<file path="src/hdl/icd_pkg.sv">
// shared constants and types of the instruction cycle decoder
package icd_pkg;
	// ---------------------------------------------------------------
	// instruction classes
	// ---------------------------------------------------------------
	typedef enum logic [2:0] {
		ICD_CL_PLAIN = 3'h0, // straight-line instruction
		ICD_CL_JUMP = 3'h1, // unconditional branch
		ICD_CL_CALL = 3'h2, // subroutine call
		ICD_CL_RET = 3'h3, // return
		ICD_CL_COND = 3'h4, // conditional branch
		ICD_CL_BITCLR = 3'h5 // bit test that also clears
	} icd_class_e;
	// condition selector for conditional branches
	typedef enum logic [2:0] {
		ICD_CO_NONE = 3'h0,
		ICD_CO_ACCZ = 3'h1, // accumulator zero
		ICD_CO_ACCNZ = 3'h2, // accumulator nonzero
		ICD_CO_C = 3'h3, // carry set
		ICD_CO_NC = 3'h4, // carry clear
		ICD_CO_BIT = 3'h5, // addressed bit set
		ICD_CO_NBIT = 3'h6, // addressed bit clear
		ICD_CO_EXT = 3'h7 // datapath supplies outcome
	} icd_cond_e;
	// ---------------------------------------------------------------
	// timing
	// ---------------------------------------------------------------
	localparam int ICD_CLK_NS = 100; // clock period
	localparam int ICD_CYC_PER_MC = 1; // one clock per machine cycle
	localparam logic [3:0] ICD_MAX_CYC = 4'h8; // longest instruction
	localparam logic [3:0] ICD_RESET_CYC = 4'h0; // cycle index loaded when an opcode is accepted
	localparam logic [7:0] ICD_NOP = 8'h00;
endpackage

</file>
<file path="src/hdl/icd_table.sv">
// opcode table: length, base cycles, taken cycles, class, condition
`timescale 1ns/1ns
module icd_table
	import icd_pkg::*;
(
	input wire logic [7:0] op,
	output logic [1:0] len,
	output logic [3:0] cyc,
	output logic [3:0] cyc_tk,
	output icd_class_e cls,
	output icd_cond_e cond
);
	// ---------------------------------------------------------------
	// decode
	// ---------------------------------------------------------------
	// defaults: one-byte single-cycle plain instruction
	always_comb begin
		len = 2'h1;
		cyc = 4'h1;
		cyc_tk = 4'h1;
		cls = ICD_CL_PLAIN;
		cond = ICD_CO_NONE;
		if (op[4:0] == 5'h01) begin // absolute jump
			len = 2'h2; cyc = 4'h4; cls = ICD_CL_JUMP;
		end else if (op[4:0] == 5'h11) begin // absolute call
			len = 2'h2; cyc = 4'h7; cls = ICD_CL_CALL;
		end else begin
			case (op[7:4])
			4'h4, 4'h5, 4'h6: begin // logic group
				if (op[3]) begin
					cyc = 4'h1;
				end else begin
					case (op[2:0])
					3'h2: begin len = 2'h2; cyc = 4'h3; end
					3'h3: begin len = 2'h3; cyc = 4'h3; end
					3'h4, 3'h5: begin len = 2'h2; cyc = 4'h2; end
					3'h6, 3'h7: cyc = 4'h2;
					3'h0: begin // conditional jumps
						len = 2'h2;
						if (op[7:4] == 4'h6) begin
							cyc = 4'h3; cyc_tk = 4'h5; cond = ICD_CO_ACCZ;
						end else begin
							cyc = 4'h2; cyc_tk = 4'h4;
							cond = (op[7:4] == 4'h4) ? ICD_CO_C : ICD_CO_NC;
						end
						cls = ICD_CL_COND;
					end
					default: begin len = 2'h2; cyc = 4'h2; end
					endcase
				end
			end
			4'h2, 4'h3: begin // arithmetic group
				if (op[3] || op[2:0] == 3'h3) cyc = 4'h1;
				else begin
					case (op[2:0])
					3'h0: begin // bit jumps
						len = 2'h3; cyc = 4'h4; cyc_tk = 4'h6; cls = ICD_CL_COND;
						cond = op[4] ? ICD_CO_NBIT : ICD_CO_BIT;
					end
					3'h2: begin cyc = 4'h8; cls = ICD_CL_RET; end
					3'h4, 3'h5: begin len = 2'h2; cyc = 4'h2; end
					default: cyc = 4'h2;
					endcase
				end
			end
			4'h0, 4'h1: begin // inc/dec/rotates
				case (op)
				8'h02: begin len = 2'h3; cyc = 4'h5; cls = ICD_CL_JUMP; end
				8'h12: begin len = 2'h3; cyc = 4'h7; cls = ICD_CL_CALL; end
				8'h10: begin
					len = 2'h3; cyc = 4'h4; cyc_tk = 4'h6;
					cls = ICD_CL_BITCLR; cond = ICD_CO_BIT;
				end
				8'h03, 8'h13: cyc = 4'h1;
				8'h05, 8'h15: begin len = 2'h2; cyc = 4'h3; end
				8'h06, 8'h07, 8'h16, 8'h17: cyc = 4'h3;
				default: cyc = 4'h1;
				endcase
				if (op == ICD_NOP) cyc = 4'h1;
			end
			4'h7: begin
				case (op[3:0])
				4'h2: begin len = 2'h2; cyc = 4'h2; end
				4'h3: begin cyc = 4'h6; cls = ICD_CL_JUMP; end
				4'h4, 4'h5: begin len = 2'h2; cyc = 4'h2; end
				4'h6, 4'h7: begin len = 2'h2; cyc = 4'h2; end
				default: begin
					if (op[3]) begin len = 2'h2; cyc = 4'h2; end
					else begin // jump if accumulator nonzero
						len = 2'h2; cyc = 4'h3; cyc_tk = 4'h5;
						cls = ICD_CL_COND; cond = ICD_CO_ACCNZ;
					end
				end
				endcase
				if (op == 8'h75) begin len = 2'h3; cyc = 4'h3; end
			end
			4'h8: begin
				case (op[3:0])
				4'h0: begin len = 2'h2; cyc = 4'h4; cls = ICD_CL_JUMP; end
				4'h2: begin len = 2'h2; cyc = 4'h2; end
				4'h3: cyc = 4'h8;
				4'h4: cyc = 4'h4;
				4'h5: begin len = 2'h3; cyc = 4'h3; end
				4'h6, 4'h7: begin len = 2'h2; cyc = 4'h3; end
				default: begin len = 2'h2; cyc = 4'h2; end
				endcase
			end
			4'h9: begin
				case (op[3:0])
				4'h0: begin len = 2'h3; cyc = 4'h3; end
				4'h2: begin len = 2'h2; cyc = 4'h3; end
				4'h3: cyc = 4'h7;
				4'h4, 4'h5: begin len = 2'h2; cyc = 4'h2; end
				default: cyc = op[3] ? 4'h1 : 4'h2;
				endcase
			end
			4'hA: begin
				case (op[3:0])
				4'h0, 4'h2: begin len = 2'h2; cyc = 4'h2; end
				4'h3: cyc = 4'h4;
				4'h4: cyc = 4'h4;
				4'h5: cyc = 4'h1;
				4'h6, 4'h7: begin len = 2'h2; cyc = 4'h3; end
				default: begin len = 2'h2; cyc = 4'h3; end
				endcase
			end
			4'hB: begin
				case (op[3:0])
				4'h0, 4'h2: begin
					len = 2'h2; cyc = (op[1]) ? 4'h3 : 4'h2;
				end
				4'h3: cyc = 4'h1;
				default: begin
					len = 2'h3; cyc = 4'h4; cyc_tk = 4'h6;
					cls = ICD_CL_COND; cond = ICD_CO_EXT;
				end
				endcase
			end
			4'hC: begin
				case (op[3:0])
				4'h0: begin len = 2'h2; cyc = 4'h5; end
				4'h2: begin len = 2'h2; cyc = 4'h3; end
				4'h3: cyc = 4'h1;
				4'h4: cyc = 4'h4;
				4'h5: begin len = 2'h2; cyc = 4'h4; end
				4'h6, 4'h7: cyc = 4'h4;
				default: cyc = 4'h3;
				endcase
			end
			4'hD: begin
				case (op[3:0])
				4'h0: begin len = 2'h2; cyc = 4'h4; end
				4'h2: begin len = 2'h2; cyc = 4'h3; end
				4'h3: cyc = 4'h1;
				4'h4: cyc = 4'h1;
				4'h5: begin
					len = 2'h3; cyc = 4'h4; cyc_tk = 4'h6;
					cls = ICD_CL_COND; cond = ICD_CO_EXT;
				end
				4'h6, 4'h7: cyc = 4'h4;
				default: begin
					len = 2'h2; cyc = 4'h3; cyc_tk = 4'h5;
					cls = ICD_CL_COND; cond = ICD_CO_EXT;
				end
				endcase
			end
			4'hE: begin
				case (op[3:0])
				4'h0: cyc = 4'h6;
				4'h2, 4'h3: cyc = 4'h5;
				4'h4: cyc = 4'h1;
				4'h5: begin len = 2'h2; cyc = 4'h2; end
				4'h6, 4'h7: cyc = 4'h2;
				default: cyc = 4'h1;
				endcase
			end
			default: begin // 0xF_
				case (op[3:0])
				4'h0: cyc = 4'h5;
				4'h2, 4'h3: cyc = 4'h4;
				4'h4: cyc = 4'h1;
				4'h5: begin len = 2'h2; cyc = 4'h2; end
				4'h6, 4'h7: cyc = 4'h2;
				default: cyc = 4'h2;
				endcase
			end
			endcase
		end
	end
endmodule // icd_table

</file>
<file path="src/hdl/icd_cond.sv">
// branch outcome evaluation
`timescale 1ns/1ns
module icd_cond
	import icd_pkg::*;
(
	input icd_cond_e cond,
	input wire logic acc_zero,
	input wire logic carry,
	input wire logic bit_val,
	input wire logic ext_taken,
	output logic taken
);
	// ---------------------------------------------------------------
	// outcome
	// ---------------------------------------------------------------
	// pick the flag that the condition names
	always_comb begin
		case (cond)
		ICD_CO_ACCZ: taken = acc_zero;
		ICD_CO_ACCNZ: taken = !acc_zero;
		ICD_CO_C: taken = carry;
		ICD_CO_NC: taken = !carry;
		ICD_CO_BIT: taken = bit_val;
		ICD_CO_NBIT: taken = !bit_val;
		ICD_CO_EXT: taken = ext_taken;
		default: taken = 1'b0;
		endcase
	end
endmodule // icd_cond

</file>
<file path="src/hdl/icd_decoder.sv">
// instruction cycle decoder: opcode to length and cycle sequencing
`timescale 1ns/1ns
module icd_decoder
	import icd_pkg::*;
(
	input wire logic clk,
	input wire logic rst_n,
	input wire logic op_valid,
	input wire logic [7:0] op,
	input wire logic acc_zero,
	input wire logic carry,
	input wire logic bit_val,
	input wire logic ext_taken,
	output logic op_ready,
	output logic busy,
	output logic done,
	output logic [7:0] cur_op,
	output logic [1:0] cur_len,
	output logic [3:0] cur_cyc,
	output logic [3:0] cyc_idx,
	output logic cur_taken,
	output logic bit_clear
);
	// ---------------------------------------------------------------
	// state
	// ---------------------------------------------------------------
	typedef enum logic [1:0] {
		ICD_ST_IDLE = 2'h0, // waiting for an opcode
		ICD_ST_RUN = 2'h1 // counting execution cycles
	} icd_state_e;

	typedef struct packed {
		icd_state_e st; // sequencer state
		logic [7:0] op; // opcode in execution
		logic [1:0] len; // its byte length
		logic [3:0] cyc; // its total cycles
		logic [3:0] idx; // cycles used so far
		logic taken; // branch outcome
		logic bclr; // clear tested bit at end
		logic bpls; // bit-clear pulse, rides with done
		logic done; // pulse in the cycle after the last cycle
	} icd_state_s;

	icd_state_s s_q, s_d;

	// ---------------------------------------------------------------
	// decode of incoming opcode
	// ---------------------------------------------------------------
	logic [1:0] t_len; // decoded byte length
	logic [3:0] t_cyc; // not-taken cycles
	logic [3:0] t_tk; // taken cycles
	icd_class_e t_cls; // class
	icd_cond_e t_cond; // condition
	logic t_taken; // condition result

	icd_table u_table (
		.op(op),
		.len(t_len),
		.cyc(t_cyc),
		.cyc_tk(t_tk),
		.cls(t_cls),
		.cond(t_cond)
	);

	icd_cond u_cond (
		.cond(t_cond),
		.acc_zero(acc_zero),
		.carry(carry),
		.bit_val(bit_val),
		.ext_taken(ext_taken),
		.taken(t_taken)
	);

	// cycles an instruction needs given its outcome
	function automatic logic [3:0] icd_cycles(input logic [3:0] base,
		input logic [3:0] tk, input logic is_cond, input logic tkn);
		icd_cycles = (is_cond && tkn) ? tk : base;
	endfunction

	logic is_cond; // decoded as conditional
	assign is_cond = (t_cls == ICD_CL_COND) || (t_cls == ICD_CL_BITCLR);

	// ---------------------------------------------------------------
	// next state
	// ---------------------------------------------------------------
	// accept when idle or on the final cycle, so back-to-back works
	always_comb begin
		s_d = s_q;
		s_d.done = 1'b0;
		s_d.bpls = 1'b0;
		case (s_q.st)
		ICD_ST_IDLE: begin
			s_d.st = ICD_ST_IDLE;
		end
		ICD_ST_RUN: begin
			if (s_q.idx + 4'h1 >= s_q.cyc) begin // one clock per cycle
				s_d.done = 1'b1;
				// pulse belongs to the ending opcode, not a follower
				s_d.bpls = s_q.bclr;
				s_d.st = ICD_ST_IDLE;
			end else begin
				s_d.idx = s_q.idx + 4'h1;
			end
		end
		default: s_d.st = ICD_ST_IDLE;
		endcase
		if (op_ready && op_valid) begin // new instruction
			s_d.st = ICD_ST_RUN;
			s_d.op = op;
			s_d.len = t_len;
			s_d.cyc = icd_cycles(t_cyc, t_tk, is_cond, t_taken);
			s_d.idx = ICD_RESET_CYC;
			s_d.taken = is_cond && t_taken;
			s_d.bclr = (t_cls == ICD_CL_BITCLR) && t_taken;
		end
		if (!rst_n) begin
			s_d = '0;
			s_d.st = ICD_ST_IDLE;
		end
	end

	// registered state
	always_ff @(posedge clk) begin
		s_q <= s_d;
	end

	// ---------------------------------------------------------------
	// outputs
	// ---------------------------------------------------------------
	assign op_ready = rst_n && ((s_q.st == ICD_ST_IDLE) ||
		(s_q.idx + 4'h1 >= s_q.cyc));
	assign busy = (s_q.st == ICD_ST_RUN);
	assign done = s_q.done;
	assign cur_op = s_q.op;
	assign cur_len = s_q.len;
	assign cur_cyc = s_q.cyc;
	assign cyc_idx = s_q.idx;
	assign cur_taken = s_q.taken;
	assign bit_clear = s_q.bpls;
endmodule // icd_decoder

</file>
<file path="config.mk">
export PLATFORM = sky130hd
export DESIGN_NAME = icd_decoder
export DESIGN_NICKNAME = d
export VERILOG_FILES = /design/src/hdl/icd_pkg.sv /design/src/hdl/icd_table.sv /design/src/hdl/icd_cond.sv /design/src/hdl/icd_decoder.sv
export SDC_FILE = /design/constraint.sdc
export NUM_CORES = 1
export LEC_CHECK = 0
export ABC_AREA = 1
export BUFFER_PORTS_ARGS = -buffer_cell sky130_fd_sc_hd__buf_2
export CORE_AREA = 2 2 63 77
export CTS_CLUSTER_SIZE = 30
export DETAILED_ROUTE_END_ITERATION = 16
export DIE_AREA = 0 0 65 79
export PLACE_DENSITY = 0.75
export SYNTH_ARGS = -nofsm -noshare
export SYNTH_HDL_FRONTEND = slang
export SYNTH_SLANG_ARGS = --single-unit
</file>
<file path="constraint.sdc">
create_clock -name clk -period 2.15 [get_ports clk]
set_input_delay 0.3225 -clock clk [delete_from_list [all_inputs] [get_ports clk]]
set_output_delay 0.3225 -clock clk [all_outputs]
set_load 0.005 [all_outputs]
</file>
Word level (Yosys, flattened, before mapping)
Cells that the tools add are included.
- $add $sub $neg: 1
- order comparisons: 1
- equality and inequality tests: 48
- multiplexer cells: 89
- bitwise logic cells: 2
- reductions and logical operators: 44
- operators with widths (operator ; number):
    $mux W3 ; 25
    $mux W4 ; 14
    $pmux W3 S3 ; 5
    $pmux W4 S11 ; 1
    $eq A8 B5 Y1 const B ; 5
    $eq A4 B3 Y1 const B ; 8
    $pmux W4 S2 ; 4
    $eq A3 B3 Y1 const B ; 10
    $eq A4 B4 Y1 const B ; 7
    $pmux W2 S2 ; 7
    $eq A8 B3 Y1 const B ; 3
    $mux W2 ; 12
    $pmux W3 S2 ; 4
    $pmux W4 S3 ; 2
    $pmux W4 S6 ; 1
    $reduce_or A2 Y1 ; 12
    $mux W21 ; 1
    $pmux W3 S7 ; 1
    $reduce_or A3 Y1 ; 7
    $pmux W2 S10 ; 1
    $pmux W3 S6 ; 1
    $reduce_or A6 Y1 ; 3
    $eq A4 B2 Y1 const B ; 4
    $eq A3 B2 Y1 const B ; 4
    other kinds (24) ; 43
- bits in registers: 23
- input port bits: 15
- output and inout port bits: 23
- logic and storage cells: 194

Logic depth before layout (Yosys ltp)
- depth in word-level cells: 13
- mapped depth: 17
- mapped depth without buffers: 17

Modules after synthesis
From an unflattened synthesis, not the netlist that was laid out.
- cell total of the unflattened synthesis: 417
- area, all modules: 2354.8 um2
- by module, submodules not included (module ; instances ; cells an instance ; area each (um2) ; sequential area each (um2)):
    icd_decoder ; 1 ; 175 ; 1260.0 ; 460.4
    icd_table ; 1 ; 224 ; 1021.0 ; 0.0
    icd_cond ; 1 ; 18 ; 73.8 ; 0.0

Worst setup path after synthesis
Ideal clock, no wire load.
- kind: register to register
- from: register s_q, in the netlist cyc_idx[0]
- to: register s_q, in the netlist cur_op[3]
- library setup time: 0.074 ns
- arrival time: 2.120 ns
- required time: 2.076 ns
- slack: -0.044 ns
- stages on the path, launching flop included: 13
- path buffers: 1
- clock period less this slack: 2.194 ns
- path through: dfxtp_1 nand3_1 xor2_1 ha_1 a21o_1 a31oi_1 nand3_1 nand2_1 nor2_1 nor2_2 buf_2 nand2_1 o21ai_0
- word-level cells in the longest chain between the ends: 5
- ends and longest elaborated chain (element ; line ; source):
    from (decl) ; icd_decoder.sv:44 ; icd_state_s s_q, s_d;
    from (signal assigned) ; icd_decoder.sv:124 ; s_q <= s_d;
    $add A4 B1 Y4 ; icd_decoder.sv:131 ; (s_q.idx + 4'h1 >= s_q.cyc));
    $ge A4 B4 Y1 ; icd_decoder.sv:131 ;
    $logic_or A1 B1 Y1 ; icd_decoder.sv:130 ; assign op_ready = rst_n && ((s_q.st == ICD_ST_IDLE) ||
    $logic_and A1 B1 Y1 ; icd_decoder.sv:130 ;
    $logic_and A1 B1 Y1 ; icd_decoder.sv:107 ; if (op_ready && op_valid) begin
No other way between the ends.
A chain may end at the register's enable or synchronous reset.

Final worst setup path
- from: register s_q, in the netlist cyc_idx[1]
- to: output port op_ready
- word-level cells in the longest chain between the ends: 4
- ends and longest elaborated chain (element ; line ; source):
    $add A4 B1 Y4 ; icd_decoder.sv:131 ;
    $ge A4 B4 Y1 ; icd_decoder.sv:131 ;
    $logic_or A1 B1 Y1 ; icd_decoder.sv:130 ;
    $logic_and A1 B1 Y1 ; icd_decoder.sv:130 ;
    to (decl) ; icd_decoder.sv:14 ; output logic op_ready,
No other way between the ends.

==> results_dict.tcl <==
set metrics [dict create \
    grt_pass1_wl_microns 11300 \
    finalWorstSetupSlack_ps -109 \
    hold_ws_ps 377 \
    die_area_sq_mm 0.00514 \
    rr_startpoint "cyc_idx[1]" \
    preCtsSetupSlack_ps -33.0 \
    drtAntennaViolNets 0 \
    holdCritStartpoint "op_valid" \
    yosysTopAreaCell "dfxtp_1" \
    critPathArrivalTime_ps 1940 \
    period_share 1.05 \
    crit_buf_inv 2 \
    cp_max_fo 4 \
    critPathRequiredTime_ps 1830 \
    cts-root-buf "clkbuf_8" \
    grt_overflow_total 0 \
    clk_path_buf_depth 2 \
    cp_top_family "flip-flops" \
    worst_slew_pin_slew_ps 410 \
    met2_usage 0.533 \
    maxSlewViolCount 0 \
    netlist_area_sq_mm 0.00218 \
    antenna_found_initial 0 \
    ys_types 37 \
    cts_buffers 3 \
    grt_pass1_vias 2517 \
    clk_latency_ps 260 \
    syn2layout_area_growth_pct 20.3 \
    place_congestion 1.03 \
    crit_start "cyc_idx[1]" \
    num_antenna_cells 0 \
    synth_top_area_frac 0.211 \
    synth_edf_count 0 \
    leakagePower_nw 1.42 \
    path_clk_slew_ps 70 \
    grt-busiest-layer "met2" \
    cp-start-kind "flip-flop" \
    grt_use_total 0.287 \
    num_rows 27 \
    die_w_microns 65 \
    dp.final_hpwl_microns 5940 \
    initial_core_util 0.493 \
    met1_usage 0.289 \
    drc 0 \
    use_met3 0.0227 \
    status "finished with violations" \
    ys.flop_type "dfxtp_1" \
    seq_area_sq_um 469 \
    drt_pass1_iterations 5 \
    rsz0062_at_grt "yes" \
    port_buffers 37 \
    hp-class "in2reg" \
    drt-total-wl_microns 7290 \
    routed-via-count 2591 \
    ys.warnings.count 0 \
    async_flop_share 0 \
    grt_start_max_net_pins 13 \
    cellPowerDensity_mw_per_mm2 433 \
    max_freq_ghz 0.443 \
    dp_cells 468 \
    irDropWorstVdd_mv 0.233 \
    core_area_sq_mm 0.00443 \
    synth-seq-cells 23 \
    wl_per_cell_microns 15.3 \
    vias_per_cell 5.45 \
    htree_levels 1 \
    post_synth.cell_area_avg_sq_um 5.92 \
    cts_hold_buf 0 \
    relSlewSlack 0.725 \
    synthesis.nets 389 \
    clkSinkCount 23 \
    slowest_stage "dfxtp_4" \
    yosysSeqAreaShare 0.211 \
    synthTopCellsByArea "dfxtp_1 (21%), nand2_1 (17%), nor2_1 (8.6%), inv_1 (8.1%), buf_4 (6.2%)" \
    setup_viol 1 \
    fillers 440 \
    nets 438 \
    io_pins 38 \
    hold_viol_final 0 \
    cpPeakStageDelay_ps 390 \
    drive_gt1_frac 0.266 \
    end_kind "output pin" \
    syn_inst 369 \
    violations "negative setup slack" \
    fin_worst_skew_ps 2.19 \
    dieHeight_microns 79 \
    cts_tree "built" \
    multi_input_area_sq_mm 0.00145 \
    final-instance-count-excl-fill 475 \
    path_class "reg2out" \
    synth_most_common_cell "nand2_1" \
    fin_crit_ps 2260 \
    maxCapViolations 0 \
    path_cells "nand3_4 -> xor2_2 -> ha_1 -> a21o_1 -> a31oi_4 -> nand3_2 -> nand2_2 -> inv_1 -> buf_2" \
    synth_common_cells "nand2_1 (97), nor2_1 (50), inv_1 (47)" \
    initialDrtViolationCount 139 \
]
[repair_timing]
| item | 4_1_cts | 5_1_grt |
|---|---|---|
| resized for setup | 6 | 11 |
| setup endpoints to repair | 17 | 21 |
| buffers inserted | 1 | 2 |
| pin swaps | 2 | 6 |
| endpoints found under the hold margin | 0 | 0 |
[power by group]
part	switching, mW	leakage, nW	internal (mW)
Sequential	0.0211	0.191	0.457
Clock	0.126	0.0228	0.132
Combinational	0.245	1.21	0.157
[layout make-up]
cell class	instances	area share
multi-input combinational	272	0.550
tap	58	0.0276
inverter	53	0.0757
timing repair buffer	65	0.150
clock buffer	4	0.0171
sequential	23	0.179
[registers in the layout (all words and copies together), names as in the netlist]
signal and cells:
done 1, cur_cyc 4, cur_len 2, cur_op 8, bit_clear 1, cur_taken 1, s_q 2, cyc_idx 4
[layout by cell type (no fill, tap or decap), types with 2 or more instances in the layout]
| cell type | instances |
|---|---|
| o21ai_0 | 26 |
| nor2_4 | 5 |
| o21ai_1 | 2 |
| dfxtp_4 | 2 |
| nand4_1 | 7 |
| nor2_1 | 48 |
| inv_1 | 46 |
| nand2_2 | 5 |
| nand3_1 | 20 |
| buf_2 | 37 |
| a211oi_1 | 2 |
| nand2_4 | 5 |
| dfxtp_1 | 20 |
| nor3_1 | 5 |
| nand2_1 | 96 |
| nand3_2 | 3 |
| buf_4 | 28 |
| xor2_2 | 2 |
| o22ai_1 | 3 |
| inv_2 | 7 |
| nor2_2 | 8 |
| ha_1 | 4 |
| clkbuf_8 | 3 |
| o2111ai_1 | 2 |
| a21oi_1 | 12 |
[cells by family (layout without fill, tap and decap cells)]
group | count (synthesis) | in the layout | share of synthesized area
simple gates | 205 | 205 | 0.430
buf+inv | 74 | 122 | 0.159
compound gates | 59 | 59 | 0.159
flops | 23 | 23 | 0.211
fa+ha+maj | 5 | 5 | 0.0287
xor+xnor | 3 | 3 | 0.0120
[path summary, 6_finish.rpt]
check                    end  slack [ps]  cells after the start
setup / recovery    op_ready        -110                      9
hold / removal       s_q[22]         380                      3
setup reg to reg  cur_len[1]          30                     11
hold reg to reg    bit_clear         450                      2
[layer usage]
layer,share of wire,wire length (microns)
met1,0.35,2560
met2,0.52,3810
met3,0.049,355
met4,0.077,560
met5,0,0
[tightest hold or removal path, stage by stage]
cell     delay [ps]
buf_2           100
inv_1            90
a21oi_1          80
[stage by stage]
stage	setup TNS, ps	instance area [sq um]	total power [mW]	util
after floorplan	0	2190	0.731	-
after CTS	-249	2560	1.11	0.579
after global routing	-809	2630	1.20	0.594
after global placement	0	2480	0.849	0.561
after detailed placement	-209	2480	0.851	0.561
final	-109	2630	1.14	0.594
No activity file was read; power rests on OpenSTA's default activity.
